$ cat src/core/odsc_regs.svh
// register offsets, field positions, reset values for the output divider sync control
`ifndef ODSC_REGS_SVH
`define ODSC_REGS_SVH

// printed offsets are register indices; byte address is four times the index
`define ODSC_IDX_UPDATE 16'h0005
`define ODSC_IDX_ANALOG_OUTPUT_PLL_CFG 16'h0405
`define ODSC_IDX_SYNC 16'h0500
`define ODSC_IDX_STATUS 16'h0510

`define ODSC_UPDATE_BIT 0
`define ODSC_QUAL_BIT 3
`define ODSC_MASK_LSB 4
`define ODSC_SRC_BIT 2
`define ODSC_AUTO_LSB 0

`define ODSC_SYNC_RESET 8'h02
`define ODSC_ANALOG_OUTPUT_PLL_CFG_RESET 8'h00

`define ODSC_AUTO_OFF 2'h0
`define ODSC_AUTO_FREQ 2'h1
`define ODSC_AUTO_PHASE 2'h2

`endif

$ cat src/core/odsc_pkg.sv
// types shared by the output divider sync control
package odsc_pkg;
  typedef enum logic {REF_IDLE, REF_ARMED} odsc_ref_e;
  typedef logic [15:0] odsc_addr_t;
endpackage

$ cat src/core/odsc_rise_detect.sv
// rising edge detector for the tracking pll lock flags
`timescale 1ns/10ps
`default_nettype none
module odsc_rise_detect
  import odsc_pkg::*;
#(
  parameter int WIDTH = 2
) (
  input wire logic core_clk,
  input wire logic reset_n,
  input wire logic [WIDTH-1:0] level,
  output logic [WIDTH-1:0] rise
);
  typedef struct packed {
    logic [WIDTH-1:0] prev;
  } odsc_rise_s;

  odsc_rise_s state;
  odsc_rise_s next_state;

  always_comb begin
    next_state = state;
    next_state.prev = level;
  end

  always_ff @(posedge core_clk or negedge reset_n) begin
    if (!reset_n) begin
      state <= '1;
    end else begin
      state <= next_state;
    end
  end

  // a lock already present at reset release is not an event; only a new lock is
  assign rise = level & ~state.prev;
endmodule
`default_nettype wire

$ cat src/core/odsc_chan_gate.sv
// per-channel divider hold and sync reset gating
`timescale 1ns/10ps
`default_nettype none
module odsc_chan_gate
  import odsc_pkg::*;
#(
  parameter int NCH = 4
) (
  input wire logic core_clk,
  input wire logic reset_n,
  input wire logic [NCH-1:0] chanMask,
  input wire logic syncFire,
  output logic [NCH-1:0] chanHold,
  output logic [NCH-1:0] chanSync
);
  typedef struct packed {
    logic [NCH-1:0] hold;
    logic [NCH-1:0] sync;
  } odsc_gate_s;

  odsc_gate_s state;
  odsc_gate_s next_state;

  always_comb begin
    next_state = state;
    for (int i = 0; i < NCH; i++) begin
      if (chanMask[i]) begin
        next_state.hold[i] = 1'b0;
        next_state.sync[i] = 1'b0;
      end else begin
        next_state.sync[i] = syncFire;
        if (syncFire) begin
          next_state.hold[i] = 1'b0;
        end
      end
    end
  end

  always_ff @(posedge core_clk or negedge reset_n) begin
    if (!reset_n) begin
      state.hold <= '1;
      state.sync <= '0;
    end else begin
      state <= next_state;
    end
  end

  // clearing a mask again does not re-freeze a running divider; only a sync re-aligns it
  assign chanHold = state.hold;
  assign chanSync = state.sync;
endmodule
`default_nettype wire

$ cat src/core/odsc_top.sv
// output divider sync control with apb register access
// Function
// - each of four channel dividers has its own mask bit, bits 7..4
// - unmasked channel stays static from reset until a sync pulse
// - setting a mask bit releases that divider from static hold immediately
// - a masked channel ignores every manual, automatic and reference sync
// - mask bits never enable output drivers; drivers are controlled elsewhere
// - a separate configuration bit decides whether sync waits for analog pll
// - source select clear: sync pulse issued on the next update strobe
// - source select set: sync from active reference, gated by analog pll ready
// - automatic field 00 gives no automatic sync
// - automatic field 01 syncs on tracking pll frequency lock
// - automatic field 10 syncs on tracking pll phase lock; 11 reserved
// - writing one to update register applies staged settings
`timescale 1ns/10ps
`default_nettype none
`include "odsc_regs.svh"
module odsc_top
  import odsc_pkg::*;
#(
  parameter int NCH = 4,
  parameter int AW = 16
) (
  input wire logic core_clk,
  input wire logic reset_n,
  input wire logic psel,
  input wire logic penable,
  input wire logic pwrite,
  input wire logic [AW-1:0] paddr,
  input wire logic [31:0] pwdata,
  output logic pready,
  output logic [31:0] prdata,
  output logic pslverr,
  input wire logic dpllFreqLock,
  input wire logic dpllPhaseLock,
  input wire logic apllCalibrated,
  input wire logic apllLocked,
  input wire logic refSyncEdge,
  output logic [NCH-1:0] chanHold,
  output logic [NCH-1:0] chanSync
);
  typedef struct packed {
    logic pready;
    logic pslverr;
    logic [31:0] prdata;
    logic [7:0] syncStaged;
    logic [7:0] cfgStaged;
    logic srcActive;
    logic [1:0] autoActive;
    logic qualActive;
    odsc_ref_e refState;
    logic autoPending;
    logic syncFire;
  } odsc_top_s;

  odsc_top_s state;
  odsc_top_s next_state;
  logic [1:0] lockRise;

  function automatic logic isReg(input logic [AW-1:0] a, input logic [15:0] idx);
    logic [17:0] byteAddr;
    byteAddr = {idx, 2'b00};
    isReg = ({{(18 - AW){1'b0}}, a} == byteAddr);
  endfunction

  function automatic logic autoEvent(input logic [1:0] mode, input logic [1:0] rise);
    case (mode)
      `ODSC_AUTO_FREQ: autoEvent = rise[0];
      `ODSC_AUTO_PHASE: autoEvent = rise[1];
      default: autoEvent = 1'b0;
    endcase
  endfunction

  odsc_rise_detect #(
    .WIDTH(2)
  ) lockEdges (
    .core_clk(core_clk),
    .reset_n(reset_n),
    .level({dpllPhaseLock, dpllFreqLock}),
    .rise(lockRise)
  );

  always_comb begin
    logic access;
    logic doWrite;
    logic hitUpd;
    logic hitCfg;
    logic hitSync;
    logic hitStat;
    logic ioUpdate;
    logic apllReady;
    logic directSync;
    logic refFire;
    logic autoFire;
    logic [31:0] rd;
    access = 1'b0;
    doWrite = 1'b0;
    hitUpd = 1'b0;
    hitCfg = 1'b0;
    hitSync = 1'b0;
    hitStat = 1'b0;
    ioUpdate = 1'b0;
    apllReady = 1'b0;
    directSync = 1'b0;
    refFire = 1'b0;
    autoFire = 1'b0;
    rd = 32'h00000000;
    next_state = state;

    // one wait-free access phase: ready rises after setup and drops after the access edge
    next_state.pready = psel & ~penable & ~state.pready;
    access = psel & penable & state.pready;
    hitUpd = isReg(paddr, `ODSC_IDX_UPDATE);
    hitCfg = isReg(paddr, `ODSC_IDX_ANALOG_OUTPUT_PLL_CFG);
    hitSync = isReg(paddr, `ODSC_IDX_SYNC);
    hitStat = isReg(paddr, `ODSC_IDX_STATUS);
    next_state.pslverr = psel & ~penable & ~(hitUpd | hitCfg | hitSync | hitStat);
    doWrite = access & pwrite & ~state.pslverr;

    if (doWrite && hitSync) begin
      next_state.syncStaged = pwdata[7:0];
    end
    if (doWrite && hitCfg) begin
      next_state.cfgStaged = pwdata[7:0];
    end
    ioUpdate = doWrite & hitUpd & pwdata[`ODSC_UPDATE_BIT];

    if (ioUpdate) begin
      next_state.srcActive = state.syncStaged[`ODSC_SRC_BIT];
      next_state.autoActive = state.syncStaged[`ODSC_AUTO_LSB +: 2];
      next_state.qualActive = state.cfgStaged[`ODSC_QUAL_BIT];
    end

    apllReady = (apllCalibrated & apllLocked) | state.qualActive;
    directSync = ioUpdate & ~state.syncStaged[`ODSC_SRC_BIT];

    case (state.refState)
      REF_IDLE: begin
        if (ioUpdate && state.syncStaged[`ODSC_SRC_BIT]) begin
          next_state.refState = REF_ARMED;
        end
      end
      REF_ARMED: begin
        // armed until the reference edge meets a ready analog pll
        refFire = refSyncEdge & apllReady;
        if (refFire) begin
          next_state.refState = REF_IDLE;
        end
      end
      default: next_state.refState = REF_IDLE;
    endcase

    // a lock seen before the analog pll is ready is kept, not dropped
    autoFire = state.autoPending & apllReady;
    if (autoFire) begin
      next_state.autoPending = 1'b0;
    end
    if (autoEvent(state.autoActive, lockRise)) begin
      next_state.autoPending = 1'b1;
    end

    next_state.syncFire = directSync | refFire | autoFire;

    if (hitSync) begin
      rd = {24'h000000, state.syncStaged};
    end else if (hitCfg) begin
      rd = {24'h000000, state.cfgStaged};
    end else if (hitStat) begin
      rd = {16'h0000, chanHold, {(8 - NCH){1'b0}}, apllReady, state.autoPending,
            state.refState == REF_ARMED, state.srcActive, state.autoActive, 2'b00};
    end
    // read data is loaded at setup so that it stands in the ready cycle
    if (psel && !penable && !pwrite) begin
      next_state.prdata = rd;
    end
  end

  always_ff @(posedge core_clk or negedge reset_n) begin
    if (!reset_n) begin
      state.pready <= 1'b0;
      state.pslverr <= 1'b0;
      state.prdata <= 32'h00000000;
      state.syncStaged <= `ODSC_SYNC_RESET;
      state.cfgStaged <= `ODSC_ANALOG_OUTPUT_PLL_CFG_RESET;
      state.srcActive <= 1'b0;
      state.autoActive <= `ODSC_AUTO_PHASE;
      state.qualActive <= 1'b0;
      state.refState <= REF_IDLE;
      state.autoPending <= 1'b0;
      state.syncFire <= 1'b0;
    end else begin
      state <= next_state;
    end
  end

  // mask bits bypass staging so a release is not held back by an update; no driver
  // enable exists in this block
  odsc_chan_gate #(
    .NCH(NCH)
  ) gate (
    .core_clk(core_clk),
    .reset_n(reset_n),
    .chanMask(state.syncStaged[`ODSC_MASK_LSB +: NCH]),
    .syncFire(state.syncFire),
    .chanHold(chanHold),
    .chanSync(chanSync)
  );

  assign pready = state.pready;
  assign pslverr = state.pslverr;
  assign prdata = state.prdata;
endmodule
`default_nettype wire

$ cat config.mk
export PLATFORM = sky130hd
export DESIGN_NAME = odsc_top
export DESIGN_NICKNAME = d
export VERILOG_FILES = /design/src/core/odsc_pkg.sv /design/src/core/odsc_rise_detect.sv /design/src/core/odsc_chan_gate.sv /design/src/core/odsc_top.sv
export VERILOG_INCLUDE_DIRS = /design/src /design/src/core
export SDC_FILE = /design/constraint.sdc
export NUM_CORES = 1
export LEC_CHECK = 0
export BUFFER_PORTS_ARGS = -buffer_cell sky130_fd_sc_hd__buf_2
export CAP_MARGIN = 20
export CORE_MARGIN = 5
export CORE_UTILIZATION = 47
export DETAILED_ROUTE_END_ITERATION = 10
export GPL_ROUTABILITY_DRIVEN = 0
export HOLD_SLACK_MARGIN = 0.08
export PLACE_DENSITY = 0.88
export SYNTH_ARGS = -nofsm -noshare
export SYNTH_HDL_FRONTEND = slang
export SYNTH_SLANG_ARGS = --single-unit
$ cat constraint.sdc
create_clock -name core_clk -period 2.25 [get_ports core_clk]
set_input_delay 0.225 -clock core_clk [delete_from_list [all_inputs] [get_ports core_clk]]
set_output_delay 0.225 -clock core_clk [all_outputs]
set_load 0.05 [all_outputs]
==> results of run 1 <==
-- final timing paths --
| path | to | slack [ps] |
|---|---|---|
| max | state[7]$_DFFE_PN0P_ | 160 |
| min | state[13]$_DFFE_PN0P_ | 170 |
| max reg2reg | state[7]$_DFFE_PN0P_ | 160 |
| min reg2reg | pready$_DFF_PN0_ | 460 |
| max in group asynchronous | pslverr$_DFF_PN0_ | 1290 |
| min in group asynchronous | prdata[13]$_DFFE_PN0P_ | 530 |
-- cells by family after synthesis --
group | Yosys count
AND/OR/NAND/NOR | 65
flip-flops | 47
buffers and inverters | 43
AO/OA/AOI/OAI | 28
multiplexers | 20
adder cells (fa/ha/maj) | 2
other | 1
-- layout by cell type (no fill, tap or decap), drive strengths merged, types with 4 or more instances in the layout --
| cell | count |
|---|---|
| a21oi | 6 |
| a22o | 4 |
| and3 | 9 |
| buf | 67 |
| clkbuf | 5 |
| conb | 20 |
| dfrtp | 39 |
| dfstp | 8 |
| inv | 6 |
| mux2 | 20 |
| nand2 | 13 |
| nand3 | 9 |
| nor2 | 4 |
| nor2b | 4 |
| nor3b | 5 |
| o211ai | 4 |
| o21ai | 4 |
-- routing by layer --
layer | GRT usage | share of wire | vias up
met2 | 0.273 | 0.51 | 53
met3 | 0.0527 | 0.085 | 2
met5 | 0 | 0 | -
li1 | - | - | 787
met4 | 0.0507 | 0.0012 | 0
met1 | 0.206 | 0.41 | 837
-- state kept, by name (all words and copies together), names as in the netlist --
signal and count:
state 23, prdata 12, lockEdges.state 2, gate.chanHold 4, gate.chanSync 4, pslverr 1
pready 1
-- final cells by class --
| cell class | instances | area, sq um |
|---|---|---|
| flip-flops and latches | 47 | 1190 |
| clock buffers | 5 | 68.8 |
| well taps | 67 | 83.8 |
| repair buffers | 70 | 408 |
| multi-input cells | 135 | 940 |
| inverters | 6 | 22.5 |
| clock inverters | 3 | 20.0 |
| fillers | 412 | 2060 |
-- cell usage after synthesis, drive strengths merged (2+ instances only) --
master	instances
or2b	2
nand3	9
nor3	3
and3	9
or3	2
dfrtp	39
ha	2
o211ai	4
and2	3
a32oi	2
nor2b	4
o2bb2ai	2
buf	32
nor3b	5
or4	3
clkbuf	5
o21ai	4
nand2	13
mux2	20
inv	6
a22o	4
a21oi	6
dfstp	8
nor2	4
nor4	3
-- per-stage QoR --
step                       util  cell area, sq um
final                     0.570              2730
after global routing      0.570              2730
after CTS                 0.570              2730
after detailed placement  0.546              2610
after global placement    0.546              2610
after floorplan               -              2410
-- where the power goes --
part           switching (W)  total (W)  leakage [nW]  internal, W
Clock               0.000285   0.000502        0.0402     0.000216
Combinational       0.000134   0.000173         0.775    0.0000396
Sequential        0.00000179   0.000852         0.625     0.000850
-- repair_timing --
action,CTS,global route
gates resized for setup,0,0
hold buffers,3,0
hold endpoints to repair,41,0
buffers inserted,0,0
==> flow_summary.ini, run 1 <==
[run_status]
status = completed

[pwr]
leakage_nw = 1.44
powerDensity_nw_per_um2 = 559
finalPower_w = 0.00153
ir_worst_vdd_v = 0.000346

[die]
die_width_um = 80.5
die_y_um = 80.5
rows = 25
start_util = 0.488
dieArea_sq_um = 6480
io_pins = 100
core_sq_um = 4790

[cells_and_area]
instances_no_fill = 333
area_growth_pct = 16.9
nets = 325
antennaDiodeCount = 0
drive_above_1_share = 0.425

[setup_path]
crit_path_end_kind = flop
crit_arrival_ps = 2280
cp_top_family = simple AND/OR/NAND/NOR gates
cp.depth = 5
critPathKind = flop to flop
slowest_delay_ps = 540
worstPathRequired_ps = 2440
crit_path_start = pslverr$_DFF_PN0_
cp_num_buf_inv = 1
timing.rr.start = pslverr$_DFF_PN0_
crit_fanout = 6
critPathLaunchType = flop
ff2ff_path_depth = 5
crit_slowest_cell = or4_4
crit_chain = or2b_2 > or4_4 > nor3_4 > buf_4 > mux2_2

[route]
drc = 0
drt-total-wl_um = 4990
antenna_left = 0
first_pass_iters = 5
vias = 1679
wire_per_inst_um = 15.0
drt_iter0_drc = 98
vias_per_cell = 5.04

[clocking]
cts_max_path_buffers = 2
cts.sinks = 47
tritoncts = built
numCtsBuffers = 5
clk_latency_ps = 300
path_clk_slew_ps = 90
root_buffer = clkbuf_8
h-tree-depth = 2

[logic_synthesis]
yosys_warnings = 0
ys.flop_type = dfrtp_1
synthDistinctLibCells = 42
synth.mux.area_fraction = 0.0964
synthAdderAreaFrac = 0.0107
synth-seq-area-share = 0.508
synth_compound_area_frac = 0.0846
synth-edff-count = 0
ys_ff_latch = 47
postSynthCellCount = 206
synth_top_family_by_area = simple AND/OR/NAND/NOR gates
synth_top_area_cell = dfrtp_1
avgSynthCellArea_sq_um = 11.3
synth-simple-area-share = 0.178
synth_area_leaders = dfrtp_1 (42%), buf_4 (10%), mux2_2 (9.2%), dfstp_2 (9.0%), and3_1 (2.4%)
synthXorXnorAreaFrac = 0
synth-async-reset-ratio = 1.00
yosysTopAreaCellShare = 0.418
synth_area_sq_um = 2340

[sta]
hold_violations = 0
slew_headroom = 0.619
fin_hold_ws_ps = 170
worst_slew_pin_slew_ps = 571
fin_setup_tns_ps = 0
setup_viol = 0
fin_crit_sh = 0.928
max_freq_ghz = 0.479
rsz0062_at_grt = false
worst_slack_ps = 161
slew_viol_final = 0
worst_clock_skew_ps = 10.2
min_period_ps = 2090

[placed_design]
placed_cells = 322
dpl_worst_slack_ps = -66.5
dpl.hpwl_um = 3960
port_buffers = 55

[min_path]
hold_path_class = input pin to flop
min-delay-start = pwdata[6]
min_path_cells = 2

[global_route]
antenna_found_initial = 0
grt_pass1_wl_um = 8210
grt_usage = 0.165
grt-ovfl-total = 0
grt_max_degree = 48
grt_pass1_vias = 1709

[job]
max_cap_violations = 0
(Power assumes the default switching activity.)
==> inputs of run 2 (changes only) <==
--- a/config.mk
+++ b/config.mk
@@ -9,11 +9,12 @@
 export BUFFER_PORTS_ARGS = -buffer_cell sky130_fd_sc_hd__buf_2
 export CAP_MARGIN = 20
 export CORE_MARGIN = 5
-export CORE_UTILIZATION = 47
+export CORE_UTILIZATION = 48
 export DETAILED_ROUTE_END_ITERATION = 10
 export GPL_ROUTABILITY_DRIVEN = 0
-export HOLD_SLACK_MARGIN = 0.08
-export PLACE_DENSITY = 0.88
+export PLACE_DENSITY = 0.89
+export SLEW_MARGIN = 0
 export SYNTH_ARGS = -nofsm -noshare
 export SYNTH_HDL_FRONTEND = slang
+export SYNTH_HIERARCHICAL = 1
 export SYNTH_SLANG_ARGS = --single-unit
==> flow_summary.ini, run 2 <==
[sta]
min_period_ps = 1630
rsz0062_at_grt = false
fin_hold_ws_ps = 30.6
setup_viol = 0
worst_slack_ps = 622
hold_violations = 0
fin_crit_sh = 0.723
slew_viol_final = 0
worst_clock_skew_ps = 10.1
max_freq_ghz = 0.614
fin_setup_tns_ps = 0

[die]
io_pins = 100
start_util = 0.497
die_width_um = 80.2
core_sq_um = 4750
die_y_um = 80.2
dieArea_sq_um = 6430
rows = 25

[pwr]
ir_worst_vdd_v = 0.000303
powerDensity_nw_per_um2 = 590
leakage_nw = 1.36
finalPower_w = 0.00156

[logic_synthesis]
postSynthCellCount = 189
yosys_warnings = 6
avgSynthCellArea_sq_um = 12.5
synth_top_area_cell = dfrtp_1
synthDistinctLibCells = 42
yosysMostFrequentCell = dfrtp_1
yosysTopAreaCellShare = 0.413
ys_ff_latch = 47
synth_commonest_cells = dfrtp_1 (39), buf_4 (32), mux2_2 (12)
synth_area_leaders = dfrtp_1 (41%), buf_4 (10%), dfstp_2 (8.9%), mux2_2 (5.7%), mux2_4 (5.1%)
ys.flop_type = dfrtp_1
synth-async-reset-ratio = 1.00
synth-edff-count = 0
synth_area_sq_um = 2360
synth-seq-area-share = 0.502

[route]
drc = 0
vias = 1544
vias_per_cell = 5.08
drt-total-wl_um = 4710
antenna_left = 0
wire_per_inst_um = 15.5
first_pass_iters = 4
drt_iter0_drc = 97

[setup_path]
cp.depth = 3
cp_num_buf_inv = 0
crit_arrival_ps = 1810
crit_fanout = 8
crit_path_end_kind = flop
ff2ff_path_depth = 3
slowest_delay_ps = 660
critPathLaunchType = flop
cp_top_family = simple AND/OR/NAND/NOR gates
critPathKind = flop to flop
worstPathRequired_ps = 2440
crit_slowest_cell = or4_4
crit_chain = nand4_1 > or4_4 > mux2_4

[cells_and_area]
final_util = 0.557
largest_register_ffs = 23
area_growth_pct = 12.1
antennaDiodeCount = 0
drive_above_1_share = 0.468
nets = 296
n_fill_cell = 423
regMostFlops = state
top_regs = state x23, prdata x12
final_cell_mix = buf_2 (55), dfrtp_1 (39), conb_1 (20)
layout_commonest_cell = buf_2

[placed_design]
port_buffers = 55
dpl_worst_slack_ps = 330
dpl.hpwl_um = 3620

[global_route]
grt-ovfl-total = 0
antenna_found_initial = 0
grt_max_degree = 33
grt_pass1_vias = 1660
grt_pass1_wl_um = 7840
grt_usage = 0.159

[job]
max_cap_violations = 0

[clocking]
cts_max_path_buffers = 2
clk_latency_ps = 300
numCtsBuffers = 5
post_cts_buffers = 0
root_buffer = clkbuf_8
path_clk_slew_ps = 80
tritoncts = built
h-tree-depth = 2
cts.sinks = 47

[min_path]
hold_path_class = input pin to flop
min_path_cells = 1

[run_status]
status = completed
==> run 2: changes by cell type in the layout (fill, tap and decap cells not counted), sizes merged, moves of 5 or more <==
cell | before | now
and3 | 9 | 0
a221o | 0 | 6
buf | 67 | 57
nand3 | 9 | 1
nor2 | 4 | 9
a22oi | 0 | 7
==> run 2: layout make-up <==
type                    count  area, sq um  area share
repair buffers             58          300       0.113
flip-flops and latches     47         1190       0.448
clock buffers               6         82.6      0.0312
well taps                  67         83.8      0.0316
inverters                   4         15.0     0.00567
multi-input cells         120          965       0.364
clock inverters             2         16.3     0.00614
==> run 2: where the power goes <==
| group | internal [W] | switching, W |
|---|---|---|
| clock network | 0.000251 | 0.000285 |
| logic | 0.0000392 | 0.000134 |
| registers | 0.000850 | 0.00000317 |
| total | 0.00114 | 0.000422 |
==> run 2: what timing repair did <==
item | in CTS | in global routing
hold buffers | 1 | 0
endpoints found under the setup margin | 0 | 0
gates resized for setup | 0 | 0
hold endpoints to repair | 13 | 0
==> run 2: stage by stage <==
stage | instances | cell area [sq um]
after floorplan | 208 | 2430
after global placement | 295 | 2540
after detailed placement | 295 | 2540
after CTS | 304 | 2650
after global routing | 304 | 2650
final | 304 | 2650
==> run 2: kinds of logic (layout without fill, tap and decap cells) <==
logic type / count (synthesis) / after routing / synth area share
other: 1 / 20 / 0.00159
and+or+nand+nor: 52 / 52 / 0.170
adders and majority gates: 2 / 2 / 0.0106
muxes: 20 / 20 / 0.108
DFF: 47 / 47 / 0.502
buffers and inverters: 41 / 70 / 0.120
AOI/OAI and AO/OA: 26 / 26 / 0.0879
==> run 2: path summary, 6_finish.rpt <==
check	from	to	slack [ps]
max in group asynchronous	reset_n	lockEdges/state[1]$_DFF_PN1_	1120
setup / recovery	pready$_DFF_PN0_	state[18]$_DFFE_PN0P_	620
min in group asynchronous	reset_n	gate/chanSync[1]$_DFF_PN0_	360
setup reg to reg	pready$_DFF_PN0_	state[18]$_DFFE_PN0P_	620
hold reg to reg	state[20]$_DFFE_PN0P_	gate/chanHold[1]$_DFFE_PN1P_	460
hold / removal	dpllPhaseLock	lockEdges/state[1]$_DFF_PN1_	30
==> run 2: routing by layer <==
layer	GRT usage	wire length (um)	share of wire	up-vias
li1	-	-	-	724
met1	0.189	1870	0.40	744
met2	0.276	2350	0.50	67
met3	0.0426	422	0.090	9
met4	0.0524	72	0.015	0
met5	0	0	0	-
